<file path="config.mk">
export PLATFORM = sky130hd
export DESIGN_NAME = nvs_slave
export DESIGN_NICKNAME = d
export VERILOG_FILES = /design/src/hdl/nvs_end.sv /design/src/hdl/nvs_pkg.sv /design/src/hdl/nvs_fifo.sv /design/src/hdl/nvs_slave.sv /design/src/hdl/nvs_sync.sv
export VERILOG_INCLUDE_DIRS = /design/src /design/src/hdl
export SDC_FILE = /design/constraint.sdc
export NUM_CORES = 1
export LEC_CHECK = 0
export CORE_ASPECT_RATIO = 0.5
export CORE_UTILIZATION = 30
export DETAILED_ROUTE_END_ITERATION = 10
export DONT_BUFFER_PORTS = 1
export PLACE_DENSITY = 0.42
export SYNTH_ARGS = -nofsm -noshare
export SYNTH_HDL_FRONTEND = slang
export SYNTH_SLANG_ARGS = --single-unit
</file>
<file path="constraint.sdc">
create_clock -name mclk -period 5.19 [get_ports mclk]
set_input_delay 0.2595 -clock mclk [delete_from_list [all_inputs] [get_ports mclk]]
set_output_delay 0.2595 -clock mclk [all_outputs]
set_load 0.02 [all_outputs]
</file>
<file path="src/hdl/nvs_defs.svh">
// Shared constants of the serial memory slave port.
`ifndef NVS_DEFS_SVH
`define NVS_DEFS_SVH
`define NVS_ADDR_W 13
`define NVS_SEL_W 3
`define NVS_TYPE_W 4
`define NVS_CNT_W 4
`define NVS_CNT_ZERO 4'h0
`define NVS_CNT_ONE 4'h1
`define NVS_BYTE_BITS 4'h8
`define NVS_ACK_CNT 4'h9
`define NVS_ADDR_RST 13'h0000
`define NVS_ADDR_ONE 13'h0001
`define NVS_BYTE_RST 8'h00
`define NVS_HI_RST 5'h00
`define NVS_TYPE_MSB 7
`define NVS_TYPE_LSB 4
`define NVS_SEL_MSB 3
`define NVS_SEL_LSB 1
`define NVS_RW_BIT 0
`define NVS_HI_MSB 4
`define NVS_DEPTH 2
`endif

</file>
<file path="src/hdl/nvs_end.sv">
// This compile unit holds no logic.

</file>
<file path="src/hdl/nvs_pkg.sv">
// Types shared by the serial memory slave port.
`include "nvs_defs.svh"
package nvs_pkg;
  typedef enum logic [2:0] {
    NVS_IDLE = 3'h0,
    NVS_DEV = 3'h1,
    NVS_AHI = 3'h2,
    NVS_ALO = 3'h3,
    NVS_WR = 3'h4,
    NVS_RD = 3'h5
  } nvs_state_e;
  typedef struct packed {
    logic [`NVS_ADDR_W-1:0] addr;
    logic [7:0] data;
  } nvs_wr_s;
  typedef logic [`NVS_CNT_W-1:0] nvs_cnt_t;
endpackage

</file>
<file path="src/hdl/nvs_fifo.sv">
// Small valid/ready buffer held in flip-flops.
`timescale 1ns/10ps
module nvs_fifo #(
  parameter int W = 8,
  parameter int DEPTH = 2
) (
  input wire logic mclk,
  input wire logic rst_n,
  input wire logic in_valid,
  output logic in_ready,
  input wire logic [W-1:0] in_data,
  output logic out_valid,
  input wire logic out_ready,
  output logic [W-1:0] out_data
);
  localparam int PW = (DEPTH > 1) ? $clog2(DEPTH) : 1;
  localparam logic [PW:0] FULL = (PW+1)'(DEPTH);
  localparam logic [PW-1:0] LAST = PW'(DEPTH - 1);
  logic [W-1:0] mem_r [DEPTH];
  logic [W-1:0] mem_nxt [DEPTH];
  logic [PW-1:0] wp_r, wp_nxt, rp_r, rp_nxt;
  logic [PW:0] cnt_r, cnt_nxt;
  logic do_in, do_out;
  if (DEPTH < 2) begin : g_chk
    $error("nvs_fifo: DEPTH must be at least two");
  end
  assign in_ready = (cnt_r != FULL);
  assign out_valid = (cnt_r != '0);
  assign out_data = mem_r[rp_r];
  assign do_in = in_valid && in_ready;
  assign do_out = out_valid && out_ready;
  always_comb begin
    mem_nxt = mem_r;
    wp_nxt = wp_r;
    rp_nxt = rp_r;
    cnt_nxt = cnt_r;
    if (do_in) begin
      mem_nxt[wp_r] = in_data;
      wp_nxt = (wp_r == LAST) ? '0 : wp_r + PW'(1);
    end
    if (do_out) begin
      rp_nxt = (rp_r == LAST) ? '0 : rp_r + PW'(1);
    end
    if (do_in && !do_out) begin
      cnt_nxt = cnt_r + (PW+1)'(1);
    end else if (do_out && !do_in) begin
      cnt_nxt = cnt_r - (PW+1)'(1);
    end
  end
  always_ff @(posedge mclk) begin
    if (!rst_n) begin
      wp_r <= '0;
      rp_r <= '0;
      cnt_r <= '0;
      for (int i = 0; i < DEPTH; i++) begin
        mem_r[i] <= '0;
      end
    end else begin
      wp_r <= wp_nxt;
      rp_r <= rp_nxt;
      cnt_r <= cnt_nxt;
      mem_r <= mem_nxt;
    end
  end
endmodule // nvs_fifo

</file>
<file path="src/hdl/nvs_slave.sv">
// Two-wire slave front end of an 8K x 8 nonvolatile memory.
//
// Contract
// - Data rising while clock high is stop; device returns to idle.
// - Stop abandons any pending operation without completing it.
// - Data falling while clock high is start; every transaction opens so.
// - Start at any time aborts and readies for a new address byte.
// - Data stable while clock high except start and stop.
// - After eight bits transmitter releases data; receiver pulls low to ack.
// - Data high in ack slot is a nack; operation ends.
// - Respond only when address byte bits 7-4 match the device type.
// - Address byte bits 3-1 must equal the device select pins.
// - Address byte bit 0: one reads, zero writes.
// - Memory address sent high byte first; only low 13 bits used.
// - Address latch persists; reads start from the latched value.
// - Latch increments after each data byte, before its ack slot.
// - Latch wraps from top location to zero; lengths unlimited. Code ends a write once its write buffer is full.
// - Read: shift eight bits, sample ack, continue on ack, end on nack.
// - Write: accept eight bits then ack; any number may follow. Code nacks a data byte while its write buffer is full.
// - Every byte is sent most significant bit first.
// - Array write after eighth bit, before ack; earlier abort writes nothing. Code only queues the word then; the array write waits for mem_wr_ready.
// - No write delay or page buffer; next transaction may start at once. Code queues writes in a buffer of FIFO_DEPTH words.
// - Write protect high: nack data bytes and keep the latch unchanged.
// - Sample inputs on clock rise, change output after clock fall.
`timescale 1ns/10ps
`include "nvs_defs.svh"
module nvs_slave #(
  // Device type code; the default value is arbitrary.
  parameter logic [`NVS_TYPE_W-1:0] DEV_TYPE = 4'h5,
  parameter int FIFO_DEPTH = `NVS_DEPTH
) (
  input wire logic mclk,
  input wire logic rst_n,
  input wire logic scl_i,
  input wire logic sda_i,
  output logic sda_o,
  output logic sda_oe_n,
  input wire logic write_protect,
  input wire logic [`NVS_SEL_W-1:0] device_select_pins,
  output logic [`NVS_ADDR_W-1:0] mem_rd_addr,
  input wire logic [7:0] mem_rd_data,
  output logic mem_wr_valid,
  input wire logic mem_wr_ready,
  output nvs_pkg::nvs_wr_s mem_wr
);
  localparam int SW = 2 + 1 + `NVS_SEL_W;
  nvs_pkg::nvs_state_e st_r, st_nxt;
  nvs_pkg::nvs_cnt_t cnt_r, cnt_nxt;
  logic [7:0] sh_r, sh_nxt;
  logic [`NVS_ADDR_W-1:0] addr_r, addr_nxt;
  logic [`NVS_HI_MSB:0] hi_r, hi_nxt;
  logic low_r, low_nxt, mack_r, mack_nxt;
  logic [SW-1:0] pins, pins_s, pins_p;
  logic scl_s, sda_s, scl_p, sda_p, wp_s;
  logic [`NVS_SEL_W-1:0] sel_s;
  logic scl_rise, scl_fall, start, stop;
  logic rx_state, accept, match, push, buf_ready;
  nvs_pkg::nvs_wr_s push_word;

  if (FIFO_DEPTH < 2) begin : g_chk
    $error("nvs_slave: FIFO_DEPTH must be at least two");
  end

  function automatic logic [`NVS_ADDR_W-1:0] addr_inc(
    input logic [`NVS_ADDR_W-1:0] a
  );
    // The carry out of the top bit is dropped, so the top location wraps.
    addr_inc = a + `NVS_ADDR_ONE;
  endfunction

  // All pins come from outside the clock domain.
  assign pins = {scl_i, sda_i, write_protect, device_select_pins};
  nvs_sync #(
    .W(SW)
  ) u_sync (
    .mclk(mclk),
    .rst_n(rst_n),
    .d(pins),
    .q(pins_s),
    .q_prev(pins_p)
  );
  assign scl_s = pins_s[SW-1];
  assign sda_s = pins_s[SW-2];
  assign wp_s = pins_s[SW-3];
  assign sel_s = pins_s[`NVS_SEL_W-1:0];
  assign scl_p = pins_p[SW-1];
  assign sda_p = pins_p[SW-2];

  assign scl_rise = scl_s && !scl_p;
  assign scl_fall = !scl_s && scl_p;
  // Data edges count as conditions only while the clock stays high.
  assign start = scl_s && scl_p && sda_p && !sda_s;
  assign stop = scl_s && scl_p && !sda_p && sda_s;

  assign rx_state = (st_r == nvs_pkg::NVS_DEV) || (st_r == nvs_pkg::NVS_AHI)
    || (st_r == nvs_pkg::NVS_ALO) || (st_r == nvs_pkg::NVS_WR);
  assign match = (sh_r[`NVS_TYPE_MSB:`NVS_TYPE_LSB] == DEV_TYPE)
    && (sh_r[`NVS_SEL_MSB:`NVS_SEL_LSB] == sel_s);

  // A full buffer is refused like a protected write, so no word is lost.
  always_comb begin
    unique case (st_r)
      nvs_pkg::NVS_DEV: accept = match;
      nvs_pkg::NVS_WR: accept = !wp_s && buf_ready;
      default: accept = rx_state;
    endcase
  end

  assign push = (st_r == nvs_pkg::NVS_WR) && scl_fall && !start && !stop
    && (cnt_r == `NVS_BYTE_BITS) && accept;
  assign push_word.addr = addr_r;
  assign push_word.data = sh_r;

  always_comb begin
    st_nxt = st_r;
    cnt_nxt = cnt_r;
    sh_nxt = sh_r;
    low_nxt = low_r;
    addr_nxt = addr_r;
    hi_nxt = hi_r;
    mack_nxt = mack_r;
    if (stop) begin
      st_nxt = nvs_pkg::NVS_IDLE;
      cnt_nxt = `NVS_CNT_ZERO;
      low_nxt = 1'b0;
    end else if (start) begin
      // A repeated start abandons a write after its address bytes.
      st_nxt = nvs_pkg::NVS_DEV;
      cnt_nxt = `NVS_CNT_ZERO;
      low_nxt = 1'b0;
    end else if (st_r == nvs_pkg::NVS_RD) begin
      if (scl_rise && cnt_r == `NVS_BYTE_BITS) begin
        mack_nxt = !sda_s;
        cnt_nxt = `NVS_ACK_CNT;
      end else if (scl_rise && cnt_r < `NVS_BYTE_BITS) begin
        cnt_nxt = cnt_r + `NVS_CNT_ONE;
      end else if (scl_fall && cnt_r == `NVS_BYTE_BITS) begin
        low_nxt = 1'b0;
        addr_nxt = addr_inc(addr_r);
      end else if (scl_fall && cnt_r == `NVS_ACK_CNT) begin
        cnt_nxt = `NVS_CNT_ZERO;
        if (mack_r) begin
          sh_nxt = mem_rd_data;
          low_nxt = !mem_rd_data[7];
        end else begin
          st_nxt = nvs_pkg::NVS_IDLE;
        end
      end else if (scl_fall && cnt_r != `NVS_CNT_ZERO) begin
        sh_nxt = {sh_r[6:0], 1'b1};
        low_nxt = !sh_r[6];
      end
    end else if (rx_state) begin
      if (scl_rise && cnt_r < `NVS_BYTE_BITS) begin
        sh_nxt = {sh_r[6:0], sda_s};
        cnt_nxt = cnt_r + `NVS_CNT_ONE;
      end else if (scl_fall && cnt_r == `NVS_BYTE_BITS) begin
        if (!accept) begin
          st_nxt = nvs_pkg::NVS_IDLE;
          cnt_nxt = `NVS_CNT_ZERO;
        end else begin
          cnt_nxt = `NVS_ACK_CNT;
          low_nxt = 1'b1;
          unique case (st_r)
            nvs_pkg::NVS_AHI: hi_nxt = sh_r[`NVS_HI_MSB:0];
            nvs_pkg::NVS_ALO: addr_nxt = {hi_r, sh_r};
            nvs_pkg::NVS_WR: addr_nxt = addr_inc(addr_r);
            default: hi_nxt = hi_r;
          endcase
        end
      end else if (scl_fall && cnt_r == `NVS_ACK_CNT) begin
        cnt_nxt = `NVS_CNT_ZERO;
        low_nxt = 1'b0;
        unique case (st_r)
          nvs_pkg::NVS_DEV: begin
            if (sh_r[`NVS_RW_BIT]) begin
              // Reads begin at whatever the latch holds.
              st_nxt = nvs_pkg::NVS_RD;
              sh_nxt = mem_rd_data;
              low_nxt = !mem_rd_data[7];
            end else begin
              st_nxt = nvs_pkg::NVS_AHI;
            end
          end
          nvs_pkg::NVS_AHI: st_nxt = nvs_pkg::NVS_ALO;
          default: st_nxt = nvs_pkg::NVS_WR;
        endcase
      end
    end
  end

  always_ff @(posedge mclk) begin
    if (!rst_n) begin
      st_r <= nvs_pkg::NVS_IDLE;
      cnt_r <= `NVS_CNT_ZERO;
      sh_r <= `NVS_BYTE_RST;
      low_r <= 1'b0;
      addr_r <= `NVS_ADDR_RST;
      hi_r <= `NVS_HI_RST;
      mack_r <= 1'b0;
    end else begin
      st_r <= st_nxt;
      cnt_r <= cnt_nxt;
      sh_r <= sh_nxt;
      low_r <= low_nxt;
      addr_r <= addr_nxt;
      hi_r <= hi_nxt;
      mack_r <= mack_nxt;
    end
  end

  // The memory is expected to answer a read address within one cycle.
  assign mem_rd_addr = addr_r;
  assign sda_o = 1'b0;
  assign sda_oe_n = !low_r;

  nvs_fifo #(
    .W($bits(nvs_pkg::nvs_wr_s)),
    .DEPTH(FIFO_DEPTH)
  ) u_buf (
    .mclk(mclk),
    .rst_n(rst_n),
    .in_valid(push),
    .in_ready(buf_ready),
    .in_data(push_word),
    .out_valid(mem_wr_valid),
    .out_ready(mem_wr_ready),
    .out_data(mem_wr)
  );
endmodule // nvs_slave

</file>
<file path="src/hdl/nvs_sync.sv">
// Two-flop synchroniser with a delayed copy for edge detection.
`timescale 1ns/10ps
module nvs_sync #(
  parameter int W = 1
) (
  input wire logic mclk,
  input wire logic rst_n,
  input wire logic [W-1:0] d,
  output logic [W-1:0] q,
  output logic [W-1:0] q_prev
);
  logic [W-1:0] s1_r, s1_nxt, s2_r, s2_nxt, s3_r, s3_nxt;
  if (W < 1) begin : g_chk
    $error("nvs_sync: W must be at least one");
  end
  // Stage one feeds stage two only; edges are taken from stages two and three.
  always_comb begin
    s1_nxt = d;
    s2_nxt = s1_r;
    s3_nxt = s2_r;
  end
  always_ff @(posedge mclk) begin
    if (!rst_n) begin
      s1_r <= '1;
      s2_r <= '1;
      s3_r <= '1;
    end else begin
      s1_r <= s1_nxt;
      s2_r <= s2_nxt;
      s3_r <= s3_nxt;
    end
  end
  assign q = s2_r;
  assign q_prev = s3_r;
endmodule // nvs_sync
</file>
==> results by group <==
Status
  – Outcome: finished clean

Clocking
  – Clk Latency, worst-skew pair: around 0.35 ns
  – Post-CTS resize count: 0
  – CTS tree: built
  – CTS root buf: clkbuf_16
  – Max Buffers Root-to-Sink: 2
  – Hold buffer count at CTS: 1
  – Clk slew on worst S/H paths: ~0.080 ns
  – Clock Sinks: 95
  – Setup bufs post-CTS: 0
  – H-tree levels: 3
  – CTS Buf Count: 9

Timing
  – PnR worst setup slack: 2.65 ns
  – Setup TNS: 0 ns
  – Hold Worst Slack: 0.00664 ns
  – Tmin final: 2.54 ns
  – Setup Skew: around 0.012 ns
  – Max transition margin: 0.231
  – Final Max Slew Viols: 0
  – Worst-Margin Slew: 1.15 ns
  – Max Clock Freq: just under 400 MHz
  – Final period utilization: 0.490
  – Final Hold Viols: 0
  – Setup-violating endpoint count in the final report: 0
  – RSZ-0062 raised after global routing: false

Logic synthesis
  – Post-synth top area share: 0.410
  – Post-Syn Nets: around 550
  – Area contributors post-synth: dfxtp_1, mux2i_1, nand2_1
  – Cell taking the most area after synthesis: dfxtp_1
  – Syn Area/Cell: ~8.8 sq um
  – Synth warn: 0
  – Sequential share of the synthesized area: 0.410
  – Yosys reg bits: 95
  – Asr flop ratio synth: 0
  – Netlist cell types: slightly below 60
  – Synthesized area: ~4600 sq um
  – Ys flop type: dfxtp_1
  – Cells after synthesis: 530
  – Number of flops mapped to enable cells by yosys: 0

Critical path
  – R2R cell count: 8
  – Crit. End Element: flip-flop
  – CP max-delay cell: dfxtp_1
  – Worst Path Max Fanout: 17
  – Crit Path Class: reg2reg
  – R2R setup slack: 2.65 ns
  – Cells along the critical path: nor2b_1 -> buf_4 -> a31oi_1 -> o21ai_0 -> and4_1 -> ha_1 -> or3_1 -> a21boi_0
  – Reg-to-reg endpoint: u_buf.cnt_r[1]
  – Crit path required time: 5.46 ns
  – Setup crit start kind: flip-flop
  – Worst r2r src: st_r[2]
  – Slowest cell delay on critical path: around 0.64 ns
  – WP data arrival: 2.81 ns

Routing
  – Vias: around 3600
  – Drt wl/cell: 17.1 um
  – Post-Route WL: 12300 um
  – First-pass iteration count of the detailed router: 5
  – DRT iter0 DRCs: 246
  – Remaining DRCs: 0
  – Vias per std cell: ~5.0
  – Final ANT Viol Nets: 0

Hold path
  – Hold Path Origin: rst_n
  – Hold crit path type: in2reg
  – Hold Path End: u_sync.s1_r[5]
  – Worst Hold Path Cells: 1

Global routing
  – Vias in the first global route: 3456
  – Initial antenna violation count: 0
  – Total global-route track usage: 0.160
  – First-pass GRT wire length: 19900 um
  – GRT overflow: 0
  – Largest net degree at the start of global routing: 110

Layout
  – Most frequent cells in the layout: nand2_1, dfxtp_1, mux2i_1, o21ai_0, mux2_2
  – Ant. Diodes: 0
  – Area delta synth->final: 9.73%
  – Post-Layout Cell Count: around 700
  – # nets final: 537
  – Final Util: 0.345
  – Layout cells sized above 1: 0.0981
  – Area of the multi-input gates: 2580 sq um
  – Most common cell after layout, fill and taps aside: nand2_1
  – Register Area: between 1500 and 2000 sq um
  – Fillers: 1522
  – Final instance area: 5090 sq um

Floorplanning
  – Die area: approximately 16000 sq um
  – Die extent in y: 90.0 um
  – Core Rows: 31
  – Placeable Area: 14800 sq um
  – Initial core utilization: 0.314
  – Die width: 178 um
  – Ports: 54

Run
  – Max-cap viol count: 0

Power and ir drop
  – Worst IR Drop VDD: around 0.00013 V
  – Total power: 1.43 mW
  – Leak: 2.00 nW
  – Pwr per Cell Area: 281 nW/um^2

Place
  – Dpl cells: 700
  – Hpwl dp: 8380 um
  – RD Place Congestion: 0.831
  – Area after DPL: 4780 sq um
  – Place WS: 2.67 ns
  – # port buffers: 0
## worst max-delay path by stage
stage / start / end / slack (ns)
global placement: st_r[2] / u_buf.mem_r[16] / 2.75
global route: st_r[2] / u_buf.mem_r[18] / 2.41
detailed placement: st_r[2] / u_buf.mem_r[20] / 2.67
floorplan: cnt_r[0] / low_r / 3.09
CTS: st_r[2] / u_buf.mem_r[20] / 2.67
finish: st_r[2] / u_buf.cnt_r[1] / 2.65
## area by class of cell
cell class | instances | share of cell area
multi-input cells | 397 | 0.507
clock inverters | 7 | 0.0133
flip-flops and latches | 95 | 0.373
clock buffers | 9 | 0.0442
repair buffers | 5 | 0.00835
well taps | 198 | 0.0486
inverters | 7 | 0.00516
## cell usage after synthesis (4+ instances only)
| master | n |
|---|---|
| a21oi_1 | 22 |
| a22o_1 | 6 |
| and2_1 | 5 |
| and3_1 | 5 |
| and4_1 | 4 |
| buf_2 | 5 |
| clkbuf_1 | 21 |
| dfxtp_1 | 95 |
| ha_1 | 5 |
| inv_1 | 7 |
| mux2_2 | 23 |
| mux2i_1 | 54 |
| nand2_1 | 105 |
| nand2b_1 | 21 |
| nand3_1 | 14 |
| nor2_1 | 19 |
| nor2b_1 | 14 |
| nor3_1 | 4 |
| o21ai_0 | 26 |
| o22ai_1 | 4 |
| o31ai_1 | 9 |
| xnor2_1 | 6 |
## logic make-up (layout without fill, tap and decap cells)
group | count (synthesis) | after routing | share of synthesized area
multiplexers | 77 | 77 | 0.172
XOR/XNOR | 8 | 8 | 0.0151
AND/OR/NAND/NOR | 211 | 211 | 0.221
buffers and inverters | 38 | 28 | 0.0345
AO/OA/AOI/OAI | 95 | 95 | 0.133
other | 1 | 1 | 0.000808
flip-flops | 95 | 95 | 0.410
adder cells (fa/ha/maj) | 5 | 5 | 0.0135
## routing by layer
metal,vias to the layer above,global-route usage,routed length [um]
met5,-,0,0
met4,0,0.0434,143
met3,12,0.0440,600
met2,61,0.220,5030
met1,1714,0.239,6540
li1,1837,-,-
## critical path: cells and delay by family, from the launching register on
kind                       cells  cell delay (ns)
and+or+nand+nor                3             0.88
AOI/OAI and AO/OA              3             0.42
adders and majority gates      1             0.29
DFF                            1             0.64
buffers and inverters          1             0.23
## power breakdown
| part | internal, mW | leakage (nW) | switching [mW] |
|---|---|---|---|
| Combinational | 0.0136 | 1.10 | 0.0167 |
| Sequential | 0.734 | 0.768 | 0.00553 |
| Clock | 0.337 | 0.139 | 0.323 |
## registers in the layout, indices dropped and copies added (netlist names)
name and cells:
mem_rd_addr 13, hi_r 5, u_sync.q 6, mack_r 1, u_buf.mem_r 42, u_buf.rp_r 1
u_sync.q_prev 2, u_buf.wp_r 1, u_buf.cnt_r 2, u_sync.s1_r 6, low_r 1, st_r 3
sh_r 8, cnt_r 4
(Power assumes the default switching activity.)
